==> config.mk <==
export PLATFORM = sky130hd
export DESIGN_NAME = isf_top
export DESIGN_NICKNAME = d
export VERILOG_FILES = /design/src/isf_pkg.sv /design/src/isf_detect.sv /design/src/isf_top.sv
export SDC_FILE = /design/constraint.sdc
export NUM_CORES = 1
export LEC_CHECK = 0
export BUFFER_PORTS_ARGS = -buffer_cell sky130_fd_sc_hd__clkbuf_2
export CAP_MARGIN = 20
export CORE_MARGIN = 1
export CORE_UTILIZATION = 48
export CTS_BUF_LIST = sky130_fd_sc_hd__clkbuf_16
export DETAILED_ROUTE_END_ITERATION = 12
export PLACE_DENSITY_LB_ADDON = 0.15
export SYNTH_ARGS = -nofsm -noshare
export SYNTH_HDL_FRONTEND = slang
export SYNTH_SLANG_ARGS = --single-unit
==> constraint.sdc <==
create_clock -name pclk -period 6.8 [get_ports pclk]
set_clock_uncertainty 0.05 [all_clocks]
set_input_delay 2.04 -clock pclk [delete_from_list [all_inputs] [get_ports pclk]]
set_output_delay 2.04 -clock pclk [all_outputs]
set_load 0.05 [all_outputs]
==> src/isf_pkg.sv <==
// shared constants for the interrupt request status flag block
package isf_pkg;

	// line and source counts
	localparam int ISF_LINES = 8;
	localparam int ISF_KEYS = 8;
	localparam int ISF_WAKES = 8;
	localparam int ISF_PINS = 24;
	localparam int ISF_SRCS = 10;
	localparam int ISF_EVTS = 2;

	// first pin index of the key-in and wake-up groups in the combined pin vector
	localparam int ISF_KEY_BASE = 8;
	localparam int ISF_WAKE_BASE = 16;

	// apb byte offsets
	localparam logic [7:0] ISF_OFF_STATUS = 8'h00;
	localparam logic [7:0] ISF_OFF_SENSE = 8'h04;
	localparam logic [7:0] ISF_OFF_ENABLE = 8'h08;
	localparam logic [7:0] ISF_OFF_LEVEL = 8'h0c;
	localparam logic [7:0] ISF_OFF_CONFIG = 8'h10;
	localparam logic [7:0] ISF_OFF_EVT_STATUS = 8'h14;
	localparam logic [7:0] ISF_OFF_EVT_MASK = 8'h18;

	// reset values
	localparam logic [7:0] ISF_RST_STATUS = 8'h00;
	localparam logic [15:0] ISF_RST_SENSE = 16'h0000;
	localparam logic [7:0] ISF_RST_ENABLE = 8'h00;
	localparam logic [9:0] ISF_RST_LEVEL = 10'h000;
	localparam logic ISF_RST_DTC = 1'b0;
	localparam logic [1:0] ISF_RST_EVT = 2'h0;
	localparam logic [31:0] ISF_RST_RDATA = 32'h0000_0000;
	localparam logic ISF_PIN_IDLE = 1'b1;

	// field positions
	localparam int ISF_CFG_DTC_BIT = 0;
	localparam int ISF_EVT_KEY_BIT = 0;
	localparam int ISF_EVT_WAKE_BIT = 1;
	localparam int ISF_SENSE_W = 2;

	// detection mode per request line
	typedef enum logic [1:0] {
		ISF_SENSE_LOW = 2'b00,
		ISF_SENSE_FALL = 2'b01,
		ISF_SENSE_RISE = 2'b10,
		ISF_SENSE_BOTH = 2'b11
	} isf_sense_t;

endpackage

==> src/isf_detect.sv <==
`timescale 1ns/1ps
// one pin: two-stage synchroniser, history flop and condition detect
module isf_detect (
	input wire logic pclk,
	input wire logic presetn,
	input wire logic pin,
	input wire isf_pkg::isf_sense_t sense,
	output logic level,
	output logic hit
);
	import isf_pkg::*;

	logic s1_reg;
	logic s2_reg;
	logic prev_reg;
	logic fell;
	logic rose;

	// synchroniser and history, idle high
	always_ff @(posedge pclk or negedge presetn) begin
		if (!presetn) begin
			s1_reg <= ISF_PIN_IDLE;
			s2_reg <= ISF_PIN_IDLE;
			prev_reg <= ISF_PIN_IDLE;
		end else begin
			s1_reg <= pin;
			s2_reg <= s1_reg;
			prev_reg <= s2_reg;
		end
	end

	// edges seen on the synchronised level
	assign fell = prev_reg & ~s2_reg;
	assign rose = ~prev_reg & s2_reg;
	assign level = s2_reg;

	// selected detection condition
	always_comb begin
		case (sense)
			ISF_SENSE_LOW: hit = ~s2_reg;
			ISF_SENSE_FALL: hit = fell;
			ISF_SENSE_RISE: hit = rose;
			ISF_SENSE_BOTH: hit = fell | rose;
			default: hit = 1'b0;
		endcase
	end
endmodule

==> src/isf_top.sv <==
`timescale 1ns/1ps
module isf_top (
	input wire logic pclk,
	input wire logic presetn,
	input wire logic psel,
	input wire logic penable,
	input wire logic pwrite,
	input wire logic [7:0] paddr,
	input wire logic [31:0] pwdata,
	output logic [31:0] prdata,
	output logic pready,
	output logic pslverr,
	input wire logic [isf_pkg::ISF_LINES-1:0] external_request_pin,
	input wire logic [isf_pkg::ISF_KEYS-1:0] key_in_input,
	input wire logic [isf_pkg::ISF_WAKES-1:0] wake_up_event_input,
	input wire logic [isf_pkg::ISF_LINES-1:0] exc_ack,
	output logic [isf_pkg::ISF_LINES-1:0] ext_request,
	output logic [isf_pkg::ISF_SRCS-1:0] source_level,
	output logic irq
);
	import isf_pkg::*;

	// registers
	logic [7:0] status_reg;
	logic [7:0] status_next;
	logic [15:0] sense_reg;
	logic [7:0] enable_reg;
	logic [9:0] level_reg;
	logic dtc_reg;
	logic [1:0] evt_reg;
	logic [1:0] evt_next;
	logic [1:0] evt_mask_reg;
	logic [31:0] prdata_reg;

	// per-pin detect results
	logic [ISF_PINS-1:0] pin_vec;
	logic [ISF_PINS-1:0] lvl_vec;
	logic [ISF_PINS-1:0] hit_vec;
	logic [ISF_LINES-1:0] mode_low;
	logic [ISF_LINES-1:0] auto_clr;
	logic [ISF_LINES-1:0] sw_clr;
	logic [ISF_LINES-1:0] line_hit;
	logic key_hit;
	logic wake_hit;

	// bus decode
	logic access;
	logic wr_en;
	logic rd_setup;
	logic hit_status;
	logic hit_sense;
	logic hit_enable;
	logic hit_level;
	logic hit_config;
	logic hit_evt;
	logic hit_evt_mask;
	logic addr_hit;
	logic [31:0] read_mux;

	// apb decode, zero wait states
	assign access = psel & penable;
	assign wr_en = access & pwrite;
	assign rd_setup = psel & ~penable & ~pwrite;
	assign hit_status = (paddr == ISF_OFF_STATUS);
	assign hit_sense = (paddr == ISF_OFF_SENSE);
	assign hit_enable = (paddr == ISF_OFF_ENABLE);
	assign hit_level = (paddr == ISF_OFF_LEVEL);
	assign hit_config = (paddr == ISF_OFF_CONFIG);
	assign hit_evt = (paddr == ISF_OFF_EVT_STATUS);
	assign hit_evt_mask = (paddr == ISF_OFF_EVT_MASK);
	assign addr_hit = hit_status | hit_sense | hit_enable | hit_level
		| hit_config | hit_evt | hit_evt_mask;
	assign pready = 1'b1;
	assign pslverr = access & ~addr_hit;

	// read data selection, unmapped reads zero
	assign read_mux = hit_status ? {24'h000000, status_reg} :
		hit_sense ? {16'h0000, sense_reg} :
		hit_enable ? {24'h000000, enable_reg} :
		hit_level ? {22'h0, level_reg} :
		hit_config ? {31'h0, dtc_reg} :
		hit_evt ? {30'h0, evt_reg} :
		hit_evt_mask ? {30'h0, evt_mask_reg} :
		32'h0000_0000;

	// read data captured in the setup cycle
	always_ff @(posedge pclk or negedge presetn) begin
		if (!presetn) begin
			prdata_reg <= ISF_RST_RDATA;
		end else if (rd_setup) begin
			prdata_reg <= read_mux;
		end
	end
	assign prdata = prdata_reg;

	// all pins in one vector: request lines, key-in, wake-up
	assign pin_vec = {wake_up_event_input, key_in_input, external_request_pin};

	// per-pin detection and per-line automatic clear
	genvar gi;
	generate
		for (gi = 0; gi < ISF_PINS; gi++) begin : g_pin
			if (gi < ISF_LINES) begin : g_line
				isf_sense_t line_sense;
				assign line_sense = isf_sense_t'(sense_reg[gi*ISF_SENSE_W +: ISF_SENSE_W]);
				isf_detect u_det (
					.pclk(pclk),
					.presetn(presetn),
					.pin(pin_vec[gi]),
					.sense(line_sense),
					.level(lvl_vec[gi]),
					.hit(hit_vec[gi])
				);
				assign mode_low[gi] = (line_sense == ISF_SENSE_LOW);
				assign auto_clr[gi] = exc_ack[gi] & ~dtc_reg & (~mode_low[gi] | lvl_vec[gi]);
			end else begin : g_evt
				// key-in and wake-up on falling edge
				isf_detect u_det (
					.pclk(pclk),
					.presetn(presetn),
					.pin(pin_vec[gi]),
					.sense(ISF_SENSE_FALL),
					.level(lvl_vec[gi]),
					.hit(hit_vec[gi])
				);
			end
		end
	endgenerate

	assign line_hit = hit_vec[ISF_LINES-1:0];
	assign key_hit = |hit_vec[ISF_KEY_BASE +: ISF_KEYS];
	assign wake_hit = |hit_vec[ISF_WAKE_BASE +: ISF_WAKES];

	assign sw_clr = (wr_en & hit_status) ? ~pwdata[ISF_LINES-1:0] : 8'h00;

	assign status_next = (status_reg & ~(sw_clr | auto_clr)) | line_hit;

	// event flags, write one to clear, set wins
	assign evt_next = (evt_reg & ~((wr_en & hit_evt) ? pwdata[1:0] : 2'h0))
		| {wake_hit, key_hit};

	// flag registers
	always_ff @(posedge pclk or negedge presetn) begin
		if (!presetn) begin
			status_reg <= ISF_RST_STATUS;
			evt_reg <= ISF_RST_EVT;
		end else begin
			status_reg <= status_next;
			evt_reg <= evt_next;
		end
	end

	// configuration registers
	always_ff @(posedge pclk or negedge presetn) begin
		if (!presetn) begin
			sense_reg <= ISF_RST_SENSE;
			enable_reg <= ISF_RST_ENABLE;
			level_reg <= ISF_RST_LEVEL;
			dtc_reg <= ISF_RST_DTC;
			evt_mask_reg <= ISF_RST_EVT;
		end else if (wr_en) begin
			if (hit_sense) sense_reg <= pwdata[15:0];
			if (hit_enable) enable_reg <= pwdata[7:0];
			if (hit_level) level_reg <= pwdata[ISF_SRCS-1:0];
			if (hit_config) dtc_reg <= pwdata[ISF_CFG_DTC_BIT];
			if (hit_evt_mask) evt_mask_reg <= pwdata[1:0];
		end
	end

	// requests towards the cpu exception logic
	assign ext_request = status_reg & enable_reg;
	assign source_level = level_reg;
	assign irq = (|ext_request) | (|(evt_reg & evt_mask_reg));

	logic [7:0] edge_clr;
	logic [7:0] low_clr;
	logic [7:0] low_hold;
	assign edge_clr = exc_ack & ~mode_low & ~line_hit & {8{~dtc_reg}} & ~sw_clr;
	assign low_clr = exc_ack & mode_low & lvl_vec[ISF_LINES-1:0] & ~line_hit & {8{~dtc_reg}};
	assign low_hold = exc_ack & mode_low & ~lvl_vec[ISF_LINES-1:0];
endmodule

Yosys cells after proc, flatten, opt, wreduce, memory -nomap -nowiden
Index checks and enable logic that the tools add are counted.
{"block": "op_classes", "n_eq_ne": 30, "muxes": 17, "bitwise": 132, "n_reduce_logical": 18}
{"cell": "$and A1 B1 Y1", "n": 55}
{"cell": "$not A1 Y1", "n": 44}
{"cell": "$eq A2 B2 Y1 const B", "n": 16}
{"cell": "$mux W16", "n": 2}
{"cell": "$pmux W1 S4", "n": 8}
{"cell": "$eq A8 B5 Y1 const B", "n": 3}
{"cell": "$reduce_or A8 Y1", "n": 3}
{"cell": "$or A1 B1 Y1", "n": 23}
{"cell": "$mux W10", "n": 2}
{"cell": "$and A8 B8 Y8", "n": 2}
{"cell": "$eq A2 B1 Y1 const B", "n": 8}
{"cell": "$eq A8 B4 Y1 const B", "n": 2}
{"cell": "$logic_not A2 Y1", "n": 8}
{"cell": "$not A8 Y8", "n": 2}
{"cell": "$or A8 B8 Y8", "n": 2}
{"cell": "$reduce_and A2 Y1", "n": 5}
{"cell": "$eq A8 B3 Y1 const B", "n": 1}
{"cell": "$logic_not A8 Y1", "n": 1}
{"cell": "$mux W2", "n": 4}
{"cell": "$mux W8", "n": 1}
{"cell": "$and A2 B2 Y2", "n": 2}
{"cell": "$not A2 Y2", "n": 1}
{"cell": "$or A2 B2 Y2", "n": 1}
{"cell": "$reduce_or A2 Y1", "n": 1}
{"block": "totals", "reg_bits": 151, "input_bits": 77, "out_inout_bits": 53, "word_cells": 277}

Longest topological paths before layout
{"block": "logic_depth", "depth_word": 9, "mapped_depth": 6, "ltp_nobuf": 6}

Hierarchy
From an unflattened synthesis, not the netlist that was laid out.
{"block": "unflattened", "hier_cells": 491, "hier_area_um2": 6470.0}
{"mod": "isf_detect", "n_inst": 24, "cells_each": 9, "area_each_um2": 137.6, "seq_area_each_um2": 78.8}
{"mod": "isf_top", "n_inst": 1, "cells_each": 275, "area_each_um2": 3166.8, "seq_area_each_um2": 1576.5}

Least setup slack after synthesis
No wires, ideal clock.
{"block": "synth_path", "path_type": "input-to-output", "from": "input port paddr[3]", "to": "output port pslverr", "arrival_time_ns": 3.592, "required_ns": 4.710, "setup_slack_ns": 1.118, "cell_stages": 5, "path_buffers": 2, "cell_sequence": "clkbuf_2 > and2_1 > clkbuf_1 > nand2_1 > a31oi_1"}
{"block": "synth_via", "elab_chain_cells": 9, "elab_cells_between_ends": 15, "cone_classes": "eq/ne: 6; bitwise: 8; reduce/logical: 1"}
{"item": "start, declared", "line_no": "isf_top.sv:8", "source": "input wire logic [7:0] paddr,"}
{"item": "$eq A8 B3 Y1 / $logic_not A8 Y1 (equally long branches)", "line_no": "isf_top.sv:65, isf_top.sv:64"}
{"item": "$or A1 B1 Y1 (3 in a row)", "line_no": "isf_top.sv:71", "source": "assign addr_hit = hit_status | hit_sense | hit_enable | hit_level"}
{"item": "$or A1 B1 Y1 (2 in a row)", "line_no": "isf_top.sv:72", "source": "| hit_config | hit_evt | hit_evt_mask;"}
{"item": "$or A1 B1 Y1 *", "line_no": "isf_top.sv:72"}
{"item": "$not A1 Y1 *", "line_no": "isf_top.sv:74", "source": "assign pslverr = access & ~addr_hit;"}
{"item": "$and A1 B1 Y1 *", "line_no": "isf_top.sv:74"}
{"item": "end, declared", "line_no": "isf_top.sv:12", "source": "output logic pslverr,"}
Every way passes the cells marked *; elsewhere a longest branch is shown, timed or not.

Worst setup path after layout
Ends and elaborated chain as after synthesis.

==> run summary <==
die span in y: 110 um
DRT Pass-1 Iters: 4
slew margin rel.: 0.366
layout cells sized above 1: 0.440
RSZ-0062 raised after global routing: no
area grow syn2layout: 20.7%
number of port buffers: 96
CTS Buffer Depth: 2
register area share after synthesis: 0.619
drt drc: 0
Mean Syn Cell Area: 12.8 sq um
placed cell count: 664
Final Non-Filler Cells: 697
min-delay src: g_pin[14].g_evt.u_det.s1_reg
worst hold endpoint: g_pin[14].g_evt.u_det.level
Min Hold Slack: 0.301 ns
CTS Sinks: 135
ranking of synthesized cells by area: dfstp_2 (34%), dfrtp_1 (28%), mux2_2 (7.4%), ha_1 (3.6%), mux2i_1 (3.0%)
# Max-Cap Violations: 0
number of CTS-inserted buffers: 17
power per cell area: 288 mW/mm^2
Die Wd: 110 um
Ys Warns: 0
Avg WL per Cell: 16.6 um
clock share of power: 0.471
CP dominant cell by count: clkbuf_2
critical path fanouts, max: 17
PostCTS Resize Cnt: 0
internal power: 1.49 mW
CTS Hold Bufs: 0
GR Overflow Total: 0
setup_tns: 0 ns
Worst Hold Class: flop to flop
Routability Congestion: 0.828
FF-to-FF setup slack: 5.37 ns
WS Path Type: primary input to output port
largest net degree at the start of global routing: 88
Sw Pwr: 0.458 mW
final setup fails: 0
full die area: 0.0121 sq mm
Detailed Place HPWL: 7.98 mm
vias in the first global route: 3552
clock transition at the registers of the reported paths: 0.06 ns
GR Util All Layers: 0.210
placed cell areas: 0.00614 sq mm
TritonCTS clock tree: done
row count: 39
pins over their slew limit: 0
design area: 0.00677 sq mm
critical path data required time: 4.71 ns
run status: complete, no violations
number of top-level pins: 130
Seq cells post-synth: 135
worst vdd ir: 0.166 mV
Reg2Reg Depth: 4
via count: 3650
fin crit share: 0.835
Comb pwr share: 0.080
initial antenna violation count: 0
core footprint: 0.0114 sq mm
Post-Route WL: 11.6 mm
ys async rst share: 1.00
Vias/cell: 5.24
Place WS: 1.12 ns
leakage: 3.27 nW
Starting Density: 0.491
Max stage delay cell, worst path: and2_1
data arrival time at the worst-slack endpoint: 3.59 ns
NumNets Final: 634
Yosys cell types: 47
hold path depth: 0
Final min period: 5.68 ns
initial drt markers: 147
Seq pwr share: 0.449
Worst Setup Slack, final: 1.12 ns
worst skew pair latency: 0.40 ns
Clock Root Buffer: clkbuf_16
most frequent cell after synthesis: dfstp_2
Worst Tran Pin Value: 0.950 ns
largest area contributor in the netlist: dfstp_2
Post-synth EDFFs: 0
RR Endpoint: prdata[1]
Hold Vio Cnt, Final: 0
Max stage delay on crit path: 0.60 ns
RR Startpoint: evt_mask_reg[1]
Post-synth top flop: dfstp_2
crit path launch type: primary input
Commonest cells post-synth: dfstp_2 (72), dfrtp_1 (63), inv_1 (45)
Synth top area share: 0.337
Max Fclk: 0.176 GHz
Final Core Density: 0.593
# diodes: 0
mapped cell area: 0.00561 sq mm
Overall Power: 1.95 mW
CP endpoint kind: output port
Syn Inst Count: 439
Critical Path, Cell by Cell: clkbuf_2 -> and2_1 -> nand2_1 -> a31oi_1 -> clkbuf_2
antenna violation net count after detailed routing: 0
Filler Cells Inserted: 961
setup bufs post-CTS: 0
first-pass GRT wire length: 18.4 mm
switching part of the total power: 0.235
H-tree depth: 4
==> cells by family after synthesis <==
kind of cell	after synthesis	synth area share
simple gates	74	0.0763
buf+inv	76	0.0658
flops	135	0.619
mux	54	0.105
fa+ha+maj	16	0.0357
compound gates	82	0.0975
other cells	2	0.00134
==> area by class of cell <==
cell class / count / area, sq um / area share
multi-input combinational: 243 / 1830 / 0.270
clock buffer: 18 / 450 / 0.0665
sequential: 135 / 3470 / 0.512
clock inverter: 14 / 151 / 0.0224
timing repair buffer: 99 / 526 / 0.0776
inverter: 45 / 169 / 0.0250
tap: 143 / 179 / 0.0264
==> worst max path at each step <==
stage / start / endpoint / slack [ns] / cells after the start
2_1_floorplan: paddr[3] / pslverr / 1.12 / 5
3_3_place_gp: paddr[3] / pslverr / 1.20 / 5
3_5_place_dp: paddr[3] / pslverr / 1.12 / 5
4_1_cts: paddr[3] / pslverr / 1.13 / 5
5_1_grt: paddr[3] / pslverr / 1.03 / 5
6_report: paddr[3] / pslverr / 1.12 / 5
==> power groups by stage <==
stage / clock network [mW] / logic (mW) / registers (mW)
5_1_grt: 0.982 / 0.171 / 0.880
2_1_floorplan: 0 / 0.0783 / 0.907
3_5_place_dp: 0 / 0.155 / 0.888
6_report: 0.920 / 0.156 / 0.875
4_1_cts: 0.940 / 0.156 / 0.876
3_3_place_gp: 0 / 0.152 / 0.886
==> routing by layer <==
layer | up-vias | part of all wire | routed length, um | global-route usage
met4 | 0 | 0.0089 | 103 | 0.0610
met5 | - | 0 | 0 | 0
li1 | 1695 | - | - | -
met1 | 1830 | 0.43 | 5040 | 0.283
met2 | 114 | 0.50 | 5750 | 0.334
met3 | 11 | 0.061 | 704 | 0.0535
==> critical path, delay by kind of cell <==
kind                   cells  cell delay (ns)
AOI/OAI and AO/OA          1             0.20
and+or+nand+nor            2             0.70
buffers and inverters      2             0.63
==> cell usage in the layout (no fill, tap or decap), types with 2 or more instances in the layout <==
| cell type | n |
|---|---|
| or4_1 | 2 |
| clkbuf_16 | 18 |
| inv_4 | 3 |
| ha_1 | 16 |
| clkinv_2 | 2 |
| and2_1 | 10 |
| a32oi_1 | 2 |
| clkinv_4 | 2 |
| and2_4 | 2 |
| o21ai_0 | 21 |
| and3_1 | 2 |
| nand2_1 | 31 |
| o2111ai_1 | 7 |
| o221ai_1 | 10 |
| dfrtp_1 | 63 |
| clkinv_1 | 4 |
| dfstp_2 | 72 |
| inv_1 | 45 |
| a21oi_1 | 21 |
| nor2b_1 | 2 |
| mux2i_1 | 17 |
| conb_1 | 17 |
| clkbuf_2 | 95 |
| bufinv_16 | 3 |
| a221o_1 | 2 |
| nor4_1 | 3 |
| buf_4 | 3 |
| o211ai_1 | 8 |
| mux2_2 | 37 |
| nor2_1 | 5 |
| nand3_1 | 5 |
| o22ai_1 | 4 |
| a32o_1 | 2 |
| a2111o_1 | 2 |
No activity file was read; power rests on OpenSTA's default activity.
